### src/core/pio_defs.svh
// pio bus timing, field positions and mask address constants
`ifndef PIO_DEFS_SVH
`define PIO_DEFS_SVH
`define PIO_CLK_PERIOD_NS 4
`define PIO_ADDR_W 10
`define PIO_DATA_W 16
`define PIO_DEV_W 6
`define PIO_FUNC_LSB 6
`define PIO_FUNC_W 4
`define PIO_SMK_LOAD_ADDR 6'h10
`define PIO_SMK_ALT_ADDR 6'h14
`define PIO_ADDR_CYC 8'd16
`define PIO_PULSE_START 8'd10
`define PIO_PULSE_END 8'd13
`define PIO_READY_LATE 8'd12
`define PIO_READY_LAST 8'd14
`define PIO_POWER_FAIL_WARNING_LEAD_US 1000
`define PIO_POWER_FAIL_WARNING_LEAD_CYC ((`PIO_POWER_FAIL_WARNING_LEAD_US * 1000) / `PIO_CLK_PERIOD_NS)
`endif

### src/core/pio_pkg.sv
// pio bus shared types
package pio_pkg;
  // i/o command kinds
  typedef enum logic [2:0] {
    PIO_CMD_CONTROL,
    PIO_CMD_SENSE,
    PIO_CMD_INPUT,
    PIO_CMD_OUTPUT,
    PIO_CMD_MASK
  } pio_cmd_e;
endpackage : pio_pkg

### src/core/pio_bus_if.sv
// pio bus carrier joining computer end and interface end
`timescale 1ns/1ns
`default_nettype none
interface pio_bus_if;
  logic [9:0] io_address_bus;
  logic [15:0] output_data_bus;
  logic [15:0] input_data_bus;
  logic input_data_en;
  logic output_control_pulse;
  logic reset_ready_pulse;
  logic mask_instruction_flag;
  logic mask_load_strobe;
  logic mask_clear_pulse;
  logic device_ready_line;
  logic interrupt_request_level;
  logic parity_fault_level;
  logic dma_range_end_pulse;
  logic master_clear_level;
  logic power_fail_warning_n;
  modport computer (
    output io_address_bus, output_data_bus, output_control_pulse, reset_ready_pulse,
    output mask_instruction_flag, mask_load_strobe, mask_clear_pulse,
    output dma_range_end_pulse, master_clear_level, power_fail_warning_n,
    input input_data_bus, input_data_en, device_ready_line, interrupt_request_level,
    input parity_fault_level
  );
  modport periph (
    input io_address_bus, output_data_bus, output_control_pulse, reset_ready_pulse,
    input mask_instruction_flag, mask_load_strobe, mask_clear_pulse,
    input dma_range_end_pulse, master_clear_level, power_fail_warning_n,
    output input_data_bus, input_data_en, device_ready_line, interrupt_request_level,
    output parity_fault_level
  );
endinterface : pio_bus_if
`default_nettype wire

### src/core/pio_computer.sv
// computer end of the pio bus: command sequencer and control lines
`timescale 1ns/1ns
`default_nettype none
`include "pio_defs.svh"
module pio_computer
  import pio_pkg::*;
#(
  parameter int POWER_FAIL_WARNING_LEAD_CYC = `PIO_POWER_FAIL_WARNING_LEAD_CYC
) (
  input wire logic clk,
  input wire logic rstn,
  input wire logic ce,
  pio_bus_if.computer bus,
  input wire logic cmd_valid,
  input wire logic [5:0] cmd_opcode,
  input wire logic [1:0] cmd_kind,
  input wire logic [9:0] cmd_addr,
  input wire logic [15:0] cmd_acc,
  output logic cmd_ready,
  output logic done,
  output logic skip_q,
  output logic acc_load,
  output logic [15:0] acc_q,
  input wire logic dmc_range_end,
  input wire logic clear_req,
  input wire logic power_lost,
  input wire logic power_valid,
  output logic panel_fault,
  output logic irq_pending
);
  // refused at elaboration: a zero lead would give no warning at all
  if (POWER_FAIL_WARNING_LEAD_CYC < 1) begin : g_bad_lead
    $error("power fail lead too short");
  end
  typedef enum logic [1:0] {ST_IDLE, ST_ADDR, ST_DONE} pio_st_e;
  pio_st_e st_q;
  pio_cmd_e cmd_q;
  logic [7:0] cyc_q;
  logic got_q;
  logic [31:0] pf_cnt_q;
  logic pf_q;
  logic in_pulse;
  // opcode 74 with address 20 or 24 is a mask command
  function automatic pio_cmd_e decode(input logic [5:0] op, input logic [1:0] k,
                                      input logic [5:0] dev);
    if (op == 6'h3C && (dev == `PIO_SMK_LOAD_ADDR || dev == `PIO_SMK_ALT_ADDR))
      return PIO_CMD_MASK;
    unique case (k)
      2'd0: return PIO_CMD_CONTROL;
      2'd1: return PIO_CMD_SENSE;
      2'd2: return PIO_CMD_INPUT;
      default: return PIO_CMD_OUTPUT;
    endcase
  endfunction : decode
  assign cmd_ready = (st_q == ST_IDLE);
  assign in_pulse = (st_q == ST_ADDR) && cyc_q >= `PIO_PULSE_START && cyc_q < `PIO_PULSE_END;
  // command sequencer: one address interval per instruction
  always_ff @(posedge clk or negedge rstn) begin
    if (!rstn) begin
      st_q <= ST_IDLE;
      cmd_q <= PIO_CMD_CONTROL;
      cyc_q <= 8'h00;
      bus.io_address_bus <= 10'h000;
      bus.output_data_bus <= 16'h0000;
    end else if (ce) begin
      unique case (st_q)
        ST_IDLE: if (cmd_valid) begin
          cmd_q <= decode(cmd_opcode, cmd_kind, cmd_addr[5:0]);
          bus.io_address_bus <= cmd_addr;
          bus.output_data_bus <= cmd_acc;
          cyc_q <= 8'h00;
          st_q <= ST_ADDR;
        end
        ST_ADDR: begin
          cyc_q <= cyc_q + 8'h01;
          if (cyc_q == `PIO_ADDR_CYC - 8'h01) st_q <= ST_DONE;
        end
        ST_DONE: begin
          bus.io_address_bus <= 10'h000;
          st_q <= ST_IDLE;
        end
      endcase
    end
  end
  // ready sampling, skip decision and accumulator load
  always_ff @(posedge clk or negedge rstn) begin
    if (!rstn) begin
      got_q <= 1'b0;
      skip_q <= 1'b0;
      acc_q <= 16'h0000;
      acc_load <= 1'b0;
      done <= 1'b0;
    end else if (ce) begin
      acc_load <= 1'b0;
      done <= (st_q == ST_DONE);
      if (st_q == ST_IDLE && cmd_valid) begin
        got_q <= 1'b0;
        skip_q <= 1'b0;
      end
      if (st_q == ST_ADDR && cyc_q < `PIO_READY_LATE && bus.device_ready_line) begin
        // control commands never look at ready
        if (cmd_q == PIO_CMD_SENSE || cmd_q == PIO_CMD_INPUT || cmd_q == PIO_CMD_OUTPUT)
          got_q <= 1'b1;
      end
      // load on the last pulse cycle, while the interface still drives the word
      if (st_q == ST_ADDR && cyc_q == `PIO_PULSE_END - 8'h01 && got_q) begin
        skip_q <= (cmd_q != PIO_CMD_OUTPUT);
        if (cmd_q == PIO_CMD_INPUT) begin
          acc_q <= bus.input_data_bus;
          acc_load <= 1'b1;
        end
      end
    end
  end
  // strobe pulses within the late half of the address interval
  always_comb begin
    bus.output_control_pulse = in_pulse && cmd_q == PIO_CMD_CONTROL;
    bus.reset_ready_pulse = in_pulse && got_q &&
                            (cmd_q == PIO_CMD_INPUT || cmd_q == PIO_CMD_OUTPUT);
    bus.mask_instruction_flag = (st_q == ST_ADDR) && cmd_q == PIO_CMD_MASK;
    bus.mask_clear_pulse = (st_q == ST_ADDR) && cmd_q == PIO_CMD_MASK &&
                           cyc_q == `PIO_PULSE_START - 8'h02;
    bus.mask_load_strobe = in_pulse && cmd_q == PIO_CMD_MASK &&
                           bus.io_address_bus[5:0] == `PIO_SMK_LOAD_ADDR;
  end
  // range end, master clear and panel lines
  always_ff @(posedge clk or negedge rstn) begin
    if (!rstn) begin
      bus.dma_range_end_pulse <= 1'b0;
      bus.master_clear_level <= 1'b1;
      panel_fault <= 1'b0;
      irq_pending <= 1'b0;
    end else if (ce) begin
      bus.dma_range_end_pulse <= dmc_range_end;
      bus.master_clear_level <= clear_req;
      panel_fault <= bus.parity_fault_level;
      irq_pending <= bus.interrupt_request_level;
    end
  end
  // power warning: low held a lead time before supply loss, active low
  always_ff @(posedge clk or negedge rstn) begin
    if (!rstn) begin
      pf_q <= 1'b0;
      pf_cnt_q <= 32'h0000_0000;
    end else if (ce) begin
      // lead counter runs while the warning is out
      if (pf_q && pf_cnt_q < POWER_FAIL_WARNING_LEAD_CYC) pf_cnt_q <= pf_cnt_q + 32'h0000_0001;
      if (power_lost) begin
        pf_q <= 1'b1;
      end else if (power_valid && pf_cnt_q >= POWER_FAIL_WARNING_LEAD_CYC) begin
        // a warning once raised stands for the whole lead time
        pf_q <= 1'b0;
        pf_cnt_q <= 32'h0000_0000;
      end
    end
  end
  assign bus.power_fail_warning_n = !pf_q;
endmodule : pio_computer
`default_nettype wire

### src/flat_wrapper.sv
// flat-port wrapper written by rule: the top's interface ports become plain ports
module pio_computer_flat import pio_pkg::*;
#(
  parameter int POWER_FAIL_WARNING_LEAD_CYC = `PIO_POWER_FAIL_WARNING_LEAD_CYC
)
  (clk, rstn, ce, cmd_valid, cmd_opcode, cmd_kind, cmd_addr, cmd_acc, cmd_ready, done, skip_q, acc_load, acc_q, dmc_range_end, clear_req, power_lost, power_valid, panel_fault, irq_pending, bus_io_address_bus, bus_output_data_bus, bus_output_control_pulse, bus_reset_ready_pulse, bus_mask_instruction_flag, bus_mask_load_strobe, bus_mask_clear_pulse, bus_dma_range_end_pulse, bus_master_clear_level, bus_power_fail_warning_n, bus_input_data_bus, bus_input_data_en, bus_device_ready_line, bus_interrupt_request_level, bus_parity_fault_level);
  pio_bus_if bus_i ();
  input wire logic clk;
  input wire logic rstn;
  input wire logic ce;
  input wire logic cmd_valid;
  input wire logic [5:0] cmd_opcode;
  input wire logic [1:0] cmd_kind;
  input wire logic [9:0] cmd_addr;
  input wire logic [15:0] cmd_acc;
  output logic cmd_ready;
  output logic done;
  output logic skip_q;
  output logic acc_load;
  output logic [15:0] acc_q;
  input wire logic dmc_range_end;
  input wire logic clear_req;
  input wire logic power_lost;
  input wire logic power_valid;
  output logic panel_fault;
  output logic irq_pending;
  output wire logic [$bits(bus_i.io_address_bus)-1:0] bus_io_address_bus;
  output wire logic [$bits(bus_i.output_data_bus)-1:0] bus_output_data_bus;
  output wire logic [$bits(bus_i.output_control_pulse)-1:0] bus_output_control_pulse;
  output wire logic [$bits(bus_i.reset_ready_pulse)-1:0] bus_reset_ready_pulse;
  output wire logic [$bits(bus_i.mask_instruction_flag)-1:0] bus_mask_instruction_flag;
  output wire logic [$bits(bus_i.mask_load_strobe)-1:0] bus_mask_load_strobe;
  output wire logic [$bits(bus_i.mask_clear_pulse)-1:0] bus_mask_clear_pulse;
  output wire logic [$bits(bus_i.dma_range_end_pulse)-1:0] bus_dma_range_end_pulse;
  output wire logic [$bits(bus_i.master_clear_level)-1:0] bus_master_clear_level;
  output wire logic [$bits(bus_i.power_fail_warning_n)-1:0] bus_power_fail_warning_n;
  input wire logic [$bits(bus_i.input_data_bus)-1:0] bus_input_data_bus;
  input wire logic [$bits(bus_i.input_data_en)-1:0] bus_input_data_en;
  input wire logic [$bits(bus_i.device_ready_line)-1:0] bus_device_ready_line;
  input wire logic [$bits(bus_i.interrupt_request_level)-1:0] bus_interrupt_request_level;
  input wire logic [$bits(bus_i.parity_fault_level)-1:0] bus_parity_fault_level;
  assign bus_io_address_bus = bus_i.io_address_bus;
  assign bus_output_data_bus = bus_i.output_data_bus;
  assign bus_output_control_pulse = bus_i.output_control_pulse;
  assign bus_reset_ready_pulse = bus_i.reset_ready_pulse;
  assign bus_mask_instruction_flag = bus_i.mask_instruction_flag;
  assign bus_mask_load_strobe = bus_i.mask_load_strobe;
  assign bus_mask_clear_pulse = bus_i.mask_clear_pulse;
  assign bus_dma_range_end_pulse = bus_i.dma_range_end_pulse;
  assign bus_master_clear_level = bus_i.master_clear_level;
  assign bus_power_fail_warning_n = bus_i.power_fail_warning_n;
  assign bus_i.input_data_bus = bus_input_data_bus;
  assign bus_i.input_data_en = bus_input_data_en;
  assign bus_i.device_ready_line = bus_device_ready_line;
  assign bus_i.interrupt_request_level = bus_interrupt_request_level;
  assign bus_i.parity_fault_level = bus_parity_fault_level;
  pio_computer #(.POWER_FAIL_WARNING_LEAD_CYC(POWER_FAIL_WARNING_LEAD_CYC)) u_core (.clk(clk), .rstn(rstn), .ce(ce), .bus(bus_i), .cmd_valid(cmd_valid), .cmd_opcode(cmd_opcode), .cmd_kind(cmd_kind), .cmd_addr(cmd_addr), .cmd_acc(cmd_acc), .cmd_ready(cmd_ready), .done(done), .skip_q(skip_q), .acc_load(acc_load), .acc_q(acc_q), .dmc_range_end(dmc_range_end), .clear_req(clear_req), .power_lost(power_lost), .power_valid(power_valid), .panel_fault(panel_fault), .irq_pending(irq_pending));
endmodule
### config.mk
export PLATFORM = sky130hd
export DESIGN_NAME = pio_computer_flat
export DESIGN_NICKNAME = d
export VERILOG_FILES = /design/src/core/pio_pkg.sv /design/src/core/pio_bus_if.sv /design/src/core/pio_computer.sv /design/src/flat_wrapper.sv
export VERILOG_INCLUDE_DIRS = /design/src /design/src/core
export SDC_FILE = /design/constraint.sdc
export NUM_CORES = 1
export LEC_CHECK = 0
export ABC_AREA = 1
export BUFFER_PORTS_ARGS = -buffer_cell sky130_fd_sc_hd__buf_2
export CORE_MARGIN = 2
export CORE_UTILIZATION = 36
export CTS_CLUSTER_DIAMETER = 40
export DETAILED_ROUTE_END_ITERATION = 10
export PLACE_DENSITY_LB_ADDON = 0.25
export SLEW_MARGIN = 20
export SYNTH_ARGS = -nofsm -noshare
export SYNTH_HDL_FRONTEND = slang
export SYNTH_SLANG_ARGS = --single-unit
export TNS_END_PERCENT = 30
### constraint.sdc
create_clock -name clk -period 2.3 [get_ports clk]
set_input_delay 0 -clock clk [delete_from_list [all_inputs] [get_ports clk]]
set_output_delay 0 -clock clk [all_outputs]
set_load 0.05 [all_outputs]
==> out/qor.yml, run 1 <==
status:
  status: "finished, final reports clean"
global_routing:
  overflow: 0
  grt_pass1_vias: 3877
  grt_max_degree: 55
  grt_pass1_wl_um: 17730
  track_usage: 0.1639
  antenna_found_initial: 0
routing:
  drtIter0Drc: 282
  vias: 4198
  via_per_inst: 4.568
  routed_wl_um: 11040
  avgRoutedWirePerCell_um: 12.01
  dr.pass1.iters: 4
  final_antenna_net_count: 0
  drc: 0
die:
  core-area_um2: 12570
  initial_core_util: 0.3670
  ios: 118
  placementRows: 41
  die_y_um: 117.2
  fp.dieW_um: 117.2
  die_area_um2: 13740
worst_setup_path:
  reg2reg_from: "u_core.pf_cnt_q[10]$_DFFE_PN0P_"
  r2r_cells: 11
  worstPathRequired_ps: 2300
  cp-end-kind: "primary output"
  crit_type: "reg2out"
  r2r_slack_ps: 330
  r2r_end: "u_core.pf_cnt_q[5]$_DFFE_PN0P_"
  cp.arrival_ps: 2110
  startpoint_type: "flop"
  cp_max_fo: 7
place:
  placed_cells: 853
  dp_hpwl_um: 7459
  port-buffer-count: 116
  gp_congestion: 0.8543
logic_synthesis:
  avgSynthCellArea_um2: 7.995
  yosysWarningCount: 0
  synth-seq-area-share: 0.5210
  ys_ff_latch: 96
  synth_cell_types: 31
  synth_nets: 647
  netlist_area_um2: 4613
  netlist_instances: 577
cells_and_area:
  final_nets: 814
  fin_cells: 919
  syn_to_final_growth_pct: 33.96
  antennaDiodeCount: 0
  drive_above_1_share: 0.2115
timing:
  hold_viol_final: 0
  whs_ps: 27.98
  fmax_mhz: 474.6
  tns_ps: 0
  skew_ps: 5.645
  min_period_ps: 2107
  slew_headroom: 0.3963
  rsz0062_at_grt: "no"
  drv_slew: 0
  setup_viol: 0
  post-route-period-util: 0.9160
  worstMarginPinSlew_ps: 904.6
run:
  maxCapViolCount: 0
power_and_ir_drop:
  power.leakage_nw: 3.477
  irDropWorstVdd_mv: 0.6721
  power.density_nw_per_um2: 957.8
min_path:
  min-delay-path-class: "in2reg"
  min_path_cells: 3
  hp-start: "ce"
  hold_end: "u_core.bus.master_clear_level$_DFFE_PN1P_"
cts:
  path_clk_slew_ps: 60
  clk_latency_ps: 340
  cts.htree.levels: 3
  clock_path_buffers: 2
  clock_sinks: 96
  cts_tree: "built"
  cts_inserted_buffers: 9
  clock-root-buffer: "clkbuf_16"
[registers in the layout (all words and copies together), names as in the netlist]
signal                          flops
u_core.cmd_q                        3
u_core.skip_q                       1
u_core.pf_cnt_q                    32
u_core.cyc_q                        8
u_core.done                         1
u_core.st_q                         2
u_core.irq_pending                  1
u_core.pf_q                         1
u_core.panel_fault                  1
u_core.got_q                        1
u_core.acc_q                       16
u_core.acc_load                     1
u_core.bus.master_clear_level       1
u_core.bus.io_address_bus          10
u_core.bus.output_data_bus         16
u_core.bus.dma_range_end_pulse      1
[layout make-up]
type	count	area, um^2
Multi-Input combinational cell	378	1815
Timing Repair Buffer	172	1149
Fill cell	1205	6389
Clock inverter	1	30.03
Inverter	87	326.6
Sequential cell	96	2404
Clock buffer	13	240.2
Tap cell	172	215.2
[where the power goes]
part	internal (mW)	total, mW	switching, mW	leakage [nW]
Clock	0.833	1.43	0.597	0.130
Combinational	0.588	2.20	1.61	2.10
Sequential	2.04	2.29	0.246	1.24
[how the worst max path moves through the flow]
stage | from | to | slack, ps | depth (start not counted)
2_1_floorplan | u_core.st_q[1]$_DFFE_PN0P_ | bus_mask_clear_pulse | 170 | 7
3_3_place_gp | u_core.cyc_q[0]$_DFFE_PN0P_ | u_core.acc_q[8]$_DFFE_PN0P_ | 420 | 9
6_report | u_core.st_q[1]$_DFFE_PN0P_ | bus_mask_load_strobe | 190 | 8
4_1_cts | u_core.st_q[1]$_DFFE_PN0P_ | bus_mask_load_strobe | 140 | 8
5_1_grt | u_core.st_q[1]$_DFFE_PN0P_ | bus_mask_load_strobe | 30 | 8
3_5_place_dp | u_core.st_q[0]$_DFFE_PN0P_ | u_core.cmd_q[0]$_DFFE_PN0P_ | 390 | 6
[cells by family (layout without fill, tap and decap cells)]
group,count (synthesis),count (layout),synth area share
AO/OA/AOI/OAI,58,58,0.07838
XOR/XNOR,2,2,0.003798
adder cells (fa/ha/maj),8,8,0.02170
buffers and inverters,103,273,0.09221
flip-flops,96,96,0.5210
multiplexers,1,1,0.002170
AND/OR/NAND/NOR,309,309,0.2807
[worst max-delay path, stage by stage, from the launching register on]
cell,delay (ps)
dfrtp_1,380
inv_1,100
ha_1,180
buf_4,160
inv_1,80
nor3_4,240
inv_1,110
nor4_4,230
clkbuf_4,290
[placed cells by master (no fill, tap or decap), types with 4 or more instances in the layout]
| master | n |
|---|---|
| clkbuf_16 | 9 |
| nor2_1 | 55 |
| dfrtp_1 | 95 |
| ha_1 | 8 |
| buf_2 | 114 |
| buf_4 | 4 |
| nand4_1 | 4 |
| clkbuf_1 | 4 |
| inv_1 | 86 |
| dlygate4sd3_1 | 52 |
| o21ai_0 | 20 |
| a21oi_1 | 17 |
| nand2_1 | 187 |
| nor3_1 | 9 |
| nand3_1 | 36 |
| o21ai_2 | 16 |
[synthesized netlist by cell type]
| library cell | n | area share |
|---|---|---|
| o21ai_2 | 16 | 0.030 |
| or3_1 | 1 | 0.0014 |
| buf_4 | 1 | 0.0016 |
| mux2i_1 | 1 | 0.0022 |
| nor2_1 | 55 | 0.045 |
| o211ai_1 | 1 | 0.0016 |
| nor3b_1 | 2 | 0.0033 |
| a21oi_1 | 17 | 0.018 |
| xor2_1 | 2 | 0.0038 |
| dfrtp_1 | 95 | 0.52 |
| nand4_1 | 4 | 0.0054 |
| nand3b_1 | 2 | 0.0033 |
| clkbuf_1 | 7 | 0.0057 |
| o21a_1 | 1 | 0.0016 |
| nor2_4 | 2 | 0.0049 |
| nand3_2 | 3 | 0.0065 |
| buf_2 | 3 | 0.0033 |
| nand3_1 | 36 | 0.039 |
| o32ai_1 | 1 | 0.0019 |
| o22ai_1 | 2 | 0.0027 |
| inv_2 | 1 | 0.00081 |
| nor2_2 | 2 | 0.0027 |
| nor3_1 | 11 | 0.012 |
| dfstp_2 | 1 | 0.0057 |
| inv_1 | 86 | 0.070 |
| ha_1 | 8 | 0.022 |
| nand2_1 | 187 | 0.15 |
| buf_6 | 4 | 0.0098 |
| nor4_1 | 4 | 0.0054 |
| o21ai_0 | 20 | 0.022 |
| clkbuf_2 | 1 | 0.0011 |
[metal layers]
metal  track usage  vias to the layer above  part of all wire
met5             0                        -                 0
met2        0.2644                      115              0.47
met4       0.05490                        0             0.013
met1        0.2169                     1951              0.46
li1              -                     2116                 -
met3       0.04016                       16             0.058
[metrics by stage]
step	total power [mW]	utilization	cell area, um^2	worst slack, ps
3_3_place_gp	4.405	0.4286	5386	421.0
3_5_place_dp	4.433	0.4286	5386	386.3
6_report	5.919	0.4917	6180	193.2
5_1_grt	6.303	0.4917	6180	28.25
4_1_cts	5.975	0.4915	6177	139.1
2_1_floorplan	3.868	-	4644	170.3
[repair_timing]
item                                    CTS  global route
endpoints found under the hold margin    93             0
hold buffers                             52             0
endpoints found under the setup margin    0             1
buffers inserted                          0             0
gates resized for setup                   0             1
(Power assumes the default switching activity.)
==> run 2, diff against run 1 <==
==> constraint.sdc (replaced) <==
create_clock -name clk -period 2.3 [get_ports clk]
set_input_delay 0.23 -clock clk [delete_from_list [all_inputs] [get_ports clk]]
set_output_delay 0.23 -clock clk [all_outputs]
set_load 0.05 [all_outputs]
==> run 2 against run 1 <==
Cell count fell by 5.1%. Total power rose by 0.34%. Sequential share of layout area rose by 3.1 points. Setup slack got worse by 72 ps. Die area did not move. Maximum frequency fell by 3.3%. Combinational power fell by 2%. First-iteration DRC count fell by 22%. Cell area fell by 7.3%. Hold slack improved by 40 ps. Critical endpoint unchanged. Largest power group unchanged. Highest routed layer unchanged.
==> out/qor.yml, run 2 (synthesis gave the netlist of run 1 again) <==
worst_setup_path:
  r2r_cells: 9  # was 11
  r2r_slack_ps: 360  # was 330 ps
  crit_type: "reg2out"  # unchanged
  crit_path_end: "bus_mask_load_strobe"  # unchanged
  cp.arrival_ps: 1950  # was 2110 ps
  r2r_end: "u_core.acc_q[13]$_DFFE_PN0P_"  # was u_core.pf_cnt_q[5]$_DFFE_PN0P_
  startpoint_type: "flop"  # unchanged
  worstPathRequired_ps: 2070  # was 2300 ps
  cp-end-kind: "primary output"  # unchanged
  crit_start: "u_core.st_q[1]$_DFFE_PN0P_"  # unchanged
  cp_max_fo: 8  # was 7
  reg2reg_from: "u_core.st_q[1]$_DFFE_PN0P_"  # was u_core.pf_cnt_q[10]$_DFFE_PN0P_
timing:
  fin_ws_ps: 121.6  # was 193.2 ps
  post-route-period-util: 0.9471  # was 0.9160
  setup_viol: 0  # unchanged
  tns_ps: 0  # unchanged
  drv_slew: 0  # unchanged
  slew_headroom: 0.6369  # was 0.3963
  worstMarginPinSlew_ps: 544.7  # was 904.6 ps
  whs_ps: 68.37  # was 27.98 ps
  fmax_mhz: 459.1  # was 474.6 MHz
  min_period_ps: 2178  # was 2107 ps
  rsz0062_at_grt: "no"  # unchanged
  hold_viol_final: 0  # unchanged
  skew_ps: 12.87  # was 5.645 ps
place:
  dpl_cell_area_um2: 5408  # was 5386 um^2
  post-place-ws_ps: 218.0  # was 386.3 ps
  gp_congestion: 0.8352  # was 0.8543
  dp_hpwl_um: 7650  # was 7459 um
  port-buffer-count: 116  # unchanged
  placed_cells: 855  # was 853
power_and_ir_drop:
  power.density_nw_per_um2: 1037  # was 957.8 nW/um^2
  power.leakage_nw: 3.290  # was 3.477 nW
  irDropWorstVdd_mv: 0.7197  # was 0.6721 mV
die:
  ios: 118  # unchanged
  fp.dieW_um: 117.2  # unchanged
  die_area_um2: 13740  # unchanged
  die_y_um: 117.2  # unchanged
  initial_core_util: 0.3670  # unchanged
  core-area_um2: 12570  # unchanged
  placementRows: 41  # unchanged
cells_and_area:
  syn_to_final_growth_pct: 24.19  # was 33.96%
  top_register: "u_core.pf_cnt_q"  # unchanged
  reg_top3: "u_core.pf_cnt_q x32, u_core.acc_q x16, u_core.bus.output_data_bus x16"  # unchanged
  final_common_cell: "nand2_1"  # unchanged
  drive_above_1_share: 0.2371  # was 0.2115
  final_area_um2: 5729  # was 6180 um^2
  antennaDiodeCount: 0  # unchanged
  fin_cells: 872  # was 919
  largest_register_ffs: 32  # unchanged
  final_nets: 765  # was 814
  fill_cells: 1234  # was 1205
  regArea_um2: 2404  # unchanged
  layout_common_cells: "nand2_1, buf_2, dfrtp_1, inv_1, nor2_1"  # unchanged
  multi_input_area_um2: 1834  # was 1815 um^2
routing:
  drc: 0  # unchanged
  vias: 3995  # was 4198
  drtIter0Drc: 219  # was 282
  routed_wl_um: 10370  # was 11040 um
  avgRoutedWirePerCell_um: 11.90  # was 12.01 um
  via_per_inst: 4.581  # was 4.568
  dr.pass1.iters: 4  # unchanged
  final_antenna_net_count: 0  # unchanged
cts:
  clock_path_buffers: 2  # unchanged
  clock_sinks: 96  # unchanged
  clk_latency_ps: 350  # was 340 ps
  cts.htree.levels: 3  # unchanged
  clock-root-buffer: "clkbuf_16"  # unchanged
  path_clk_slew_ps: 70  # was 60 ps
  cts_inserted_buffers: 9  # unchanged
  cts_tree: "built"  # unchanged
global_routing:
  grt_pass1_wl_um: 16770  # was 17730 um
  grt_max_degree: 57  # was 55
  antenna_found_initial: 0  # unchanged
  overflow: 0  # unchanged
  track_usage: 0.1569  # was 0.1639
  grt_pass1_vias: 3665  # was 3877
run:
  maxCapViolCount: 0  # unchanged
status:
  status: "finished, final reports clean"  # unchanged
min_path:
  min-delay-path-class: "in2reg"  # unchanged
run 2: cell types whose count changed in the layout (fill, tap and decap cells not counted), moves of 2 or more:
cell / before / now
buf_4: 4 / 7
clkbuf_1: 4 / 1
dlygate4sd3_1: 52 / 1
inv_6: 0 / 2
clkinv_2: 0 / 2
run 2: metrics by stage:
stage / util / power (mW)
3_5_place_dp: 0.4303 / 4.471
2_1_floorplan: - / 3.874
4_1_cts: 0.4549 / 5.997
5_1_grt: 0.4558 / 6.329
6_report: 0.4558 / 5.939
3_3_place_gp: 0.4303 / 4.421
run 2: metal layers:
metal	wire length (um)	GRT usage	part of all wire
met2	4767	0.2433	0.46
met4	272	0.07843	0.026
met1	4731	0.2035	0.46
met5	0	0	0
met3	603	0.04068	0.058
run 2: repair_timing:
action | CTS | global route
buffers inserted | 0 | 0
hold buffers | 1 | 0
gates resized for setup | 2 | 2
setup endpoints to repair | 2 | 2
endpoints found under the hold margin | 39 | 0
run 2: cell type report:
cell class,count,share of cell area
timing repair buffer,123,0.1144
clock inverter,6,0.01136
tap,172,0.03756
sequential,96,0.4195
inverter,87,0.05700
multi-input combinational,378,0.3202
clock buffer,10,0.03997
run 2: how the worst min path moves through the flow:
stage | startpoint | endpoint | slack, ps | cells past startpoint
after floorplan | rstn | u_core.acc_load$_DFFE_PN0P_ | -70 | 0
after global placement | rstn | u_core.pf_cnt_q[1]$_DFFE_PN0P_ | 260 | 1
after detailed placement | rstn | u_core.pf_cnt_q[1]$_DFFE_PN0P_ | 260 | 1
after CTS | cmd_acc[13] | u_core.bus.output_data_bus[13]$_DFFE_PN0P_ | 60 | 3
after global routing | cmd_acc[13] | u_core.bus.output_data_bus[13]$_DFFE_PN0P_ | 70 | 3
final | cmd_acc[10] | u_core.bus.output_data_bus[10]$_DFFE_PN0P_ | 70 | 3
run 2: power breakdown:
group | leakage (nW) | internal (mW) | switching (mW)
clock network | 0.143 | 0.846 | 0.640
registers | 1.24 | 2.04 | 0.252
logic | 1.90 | 0.539 | 1.62
total | 3.29 | 3.42 | 2.51
run 2: critical path: stages, from the launching register on:
cell and delay (ps):
dfrtp_1 380, inv_1 130, ha_4 210, inv_1 90, nor3_4 230, inv_1 90, nor4_4 220, buf_4 240
==> run 3, diff against run 2 <==
==> constraint.sdc (replaced) <==
create_clock -name clk -period 2.3 [get_ports clk]
set_input_delay 0.115 -clock clk [delete_from_list [all_inputs] [get_ports clk]]
set_output_delay 0.115 -clock clk [all_outputs]
set_load 0.05 [all_outputs]
==> run 3 against run 2 <==
Global-route usage increased by 0.34 points. Non-clock buffer count increased by 30. Utilization increased by 2.4 points. Highest routed layer unchanged. Largest cell class unchanged. Hold slack got worse by 57 ps.
==> out/qor.yml, run 3 (synthesis gave the netlist of run 1 again) <==
status:
  status: "finished, final reports clean"  # unchanged
timing:
  fmax_mhz: 462.5  # was 459.1 MHz
  slew_headroom: 0.3994  # was 0.6369
  setup_viol: 0  # unchanged
  rsz0062_at_grt: "no"  # unchanged
  skew_ps: 7.044  # was 12.87 ps
  tns_ps: 0  # unchanged
  min_period_ps: 2162  # was 2178 ps
  post-route-period-util: 0.9400  # was 0.9471
  worstMarginPinSlew_ps: 899.9  # was 544.7 ps
  hold_viol_final: 0  # unchanged
  drv_slew: 0  # unchanged
global_routing:
  antenna_found_initial: 0  # unchanged
  overflow: 0  # unchanged
  grt_max_degree: 41  # was 57
  grt_pass1_vias: 3900  # was 3665
  grt_pass1_wl_um: 17260  # was 16770 um
  track_usage: 0.1602  # was 0.1569
die:
  ios: 118  # unchanged
  core-area_um2: 12570  # unchanged
  die_y_um: 117.2  # unchanged
  die_area_um2: 13740  # unchanged
  fp.dieW_um: 117.2  # unchanged
  placementRows: 41  # unchanged
  initial_core_util: 0.3670  # unchanged
cells_and_area:
  largest_register_ffs: 32  # unchanged
  final_common_cell: "nand2_1"  # unchanged
  post-route-util: 0.4798  # was 0.4558
  layout_common_cells: "nand2_1, buf_2, dfrtp_1, inv_1, nor2_1"  # unchanged
  final_nets: 795  # was 765
  reg_top3: "u_core.pf_cnt_q x32, u_core.acc_q x16, u_core.bus.output_data_bus x16"  # unchanged
  top_register: "u_core.pf_cnt_q"  # unchanged
  syn_to_final_growth_pct: 30.73  # was 24.19%
  antennaDiodeCount: 0  # unchanged
  drive_above_1_share: 0.2247  # was 0.2371
  final_area_um2: 6031  # was 5729 um^2
routing:
  dr.pass1.iters: 4  # unchanged
  drc: 0  # unchanged
  routed_wl_um: 10710  # was 10370 um
  vias: 4084  # was 3995
  final_antenna_net_count: 0  # unchanged
  avgRoutedWirePerCell_um: 11.87  # was 11.90 um
  via_per_inst: 4.528  # was 4.581
  drtIter0Drc: 178  # was 219
cts:
  clock_path_buffers: 2  # unchanged
  path_clk_slew_ps: 70  # about the same
  cts_inserted_buffers: 9  # unchanged
  post_cts_buffers: 0  # unchanged
  cts.htree.levels: 3  # unchanged
  clock_sinks: 96  # unchanged
  cts_tree: "built"  # unchanged
  clock-root-buffer: "clkbuf_16"  # unchanged
  clk_latency_ps: 340  # was 350 ps
worst_setup_path:
  r2r_slack_ps: 390  # was 360 ps
  crit_type: "reg2out"  # unchanged
  critPathSlowestCell: "dfrtp_1"  # unchanged
  startpoint_type: "flop"  # unchanged
  worstPathRequired_ps: 2180  # was 2070 ps
  cp_max_fo: 6  # was 8
  max_stage_delay_ps: 390  # was 380 ps
  cp.buffers_inverters: 4  # unchanged
  cp_top_family: "buffers and inverters"  # unchanged
  crit_chain: "inv_1 -> ha_1 -> buf_4 -> inv_1 -> nor3_4 -> nand3_1 -> nor3_2 -> buf_4"  # was inv_1 -> ha_4 -> inv_1 -> nor3_4 -> inv_1 -> nor4_4 -> buf_4
  cp-end-kind: "primary output"  # unchanged
  cp.arrival_ps: 2050  # was 1950 ps
place:
  gp_congestion: 0.8877  # was 0.8352
  dpl_cell_area_um2: 5409  # was 5408 um^2
  port-buffer-count: 116  # unchanged
  dp_hpwl_um: 7601  # was 7650 um
min_path:
  min-delay-path-class: "in2reg"  # unchanged
power_and_ir_drop:
  irDropWorstVdd_mv: 0.5832  # was 0.7197 mV
  finalPower_mw: 6.057  # was 5.939 mW
  power.leakage_nw: 3.420  # was 3.290 nW
  power.density_nw_per_um2: 1004  # was 1037 nW/um^2
run:
  maxCapViolCount: 0  # unchanged
## run 3: cell types whose count changed in the layout (fill, tap and decap cells not counted), sizes merged
cell         before  now
buf             121  123
clkinv            2    0
clkbuf           11   12
inv              89   88
dlygate4sd3       1   30
bufinv            1    2
## run 3: per-stage QoR
stage	hold WS [ps]	worst slack (ps)	instances
2_1_floorplan	-180.6	55.32	577
3_3_place_gp	127.9	378.6	856
3_5_place_dp	125.0	370.3	856
4_1_cts	1.931	21.99	902
5_1_grt	1.396	14.54	902
6_report	11.41	138.0	902
## run 3: cell type report
type | count | area [um^2]
clock buffer | 12 | 236.5
inverter | 87 | 326.6
fill | 1215 | 6538
timing repair buffer | 153 | 957.2
sequential | 96 | 2404
tap | 172 | 215.2
multi-input combinational | 378 | 1815
clock inverter | 4 | 76.32
## run 3: what timing repair did
| action | in CTS | in global routing |
|---|---|---|
| hold endpoints to repair | 64 | 0 |
| resized for setup | 1 | 3 |
| setup endpoints to repair | 1 | 2 |
| hold buffers | 30 | 0 |
| pin swaps | 0 | 1 |
## run 3: tightest hold or removal path, cell delays in order
cell     delay, ps
buf_2           80
nand3_1         70
nand2_1         60
## run 3: path summary, 6_finish.rpt
kind | start | endpoint | depth (start not counted)
setup / recovery | u_core.st_q[1]$_DFFE_PN0P_ | bus_mask_clear_pulse | 8
hold / removal | cmd_addr[7] | u_core.bus.io_address_bus[7]$_DFFE_PN0P_ | 3
setup reg to reg | u_core.st_q[1]$_DFFE_PN0P_ | u_core.cyc_q[6]$_DFFE_PN0P_ | 11
hold reg to reg | u_core.bus.master_clear_level$_DFFE_PN1P_ | u_core.bus.master_clear_level$_DFFE_PN1P_ | 2
max in group asynchronous | rstn | u_core.bus.master_clear_level$_DFFE_PN1P_ | 3
min in group asynchronous | rstn | u_core.pf_cnt_q[14]$_DFFE_PN0P_ | 2
## run 3: metal layers
metal	vias up	track usage	share of wire
met5	-	0	0
met4	0	0.04078	0.0075
met3	8	0.05716	0.064
met2	92	0.2682	0.48
met1	1901	0.1977	0.45
li1	2083	-	-
## run 3: where the power goes
| group | switching, mW | leakage [nW] | internal, mW |
|---|---|---|---|
| clock | 0.636 | 0.147 | 0.958 |
| combinational | 1.62 | 2.03 | 0.564 |
| sequential | 0.243 | 1.24 | 2.04 |
| total | 2.50 | 3.42 | 3.56 |
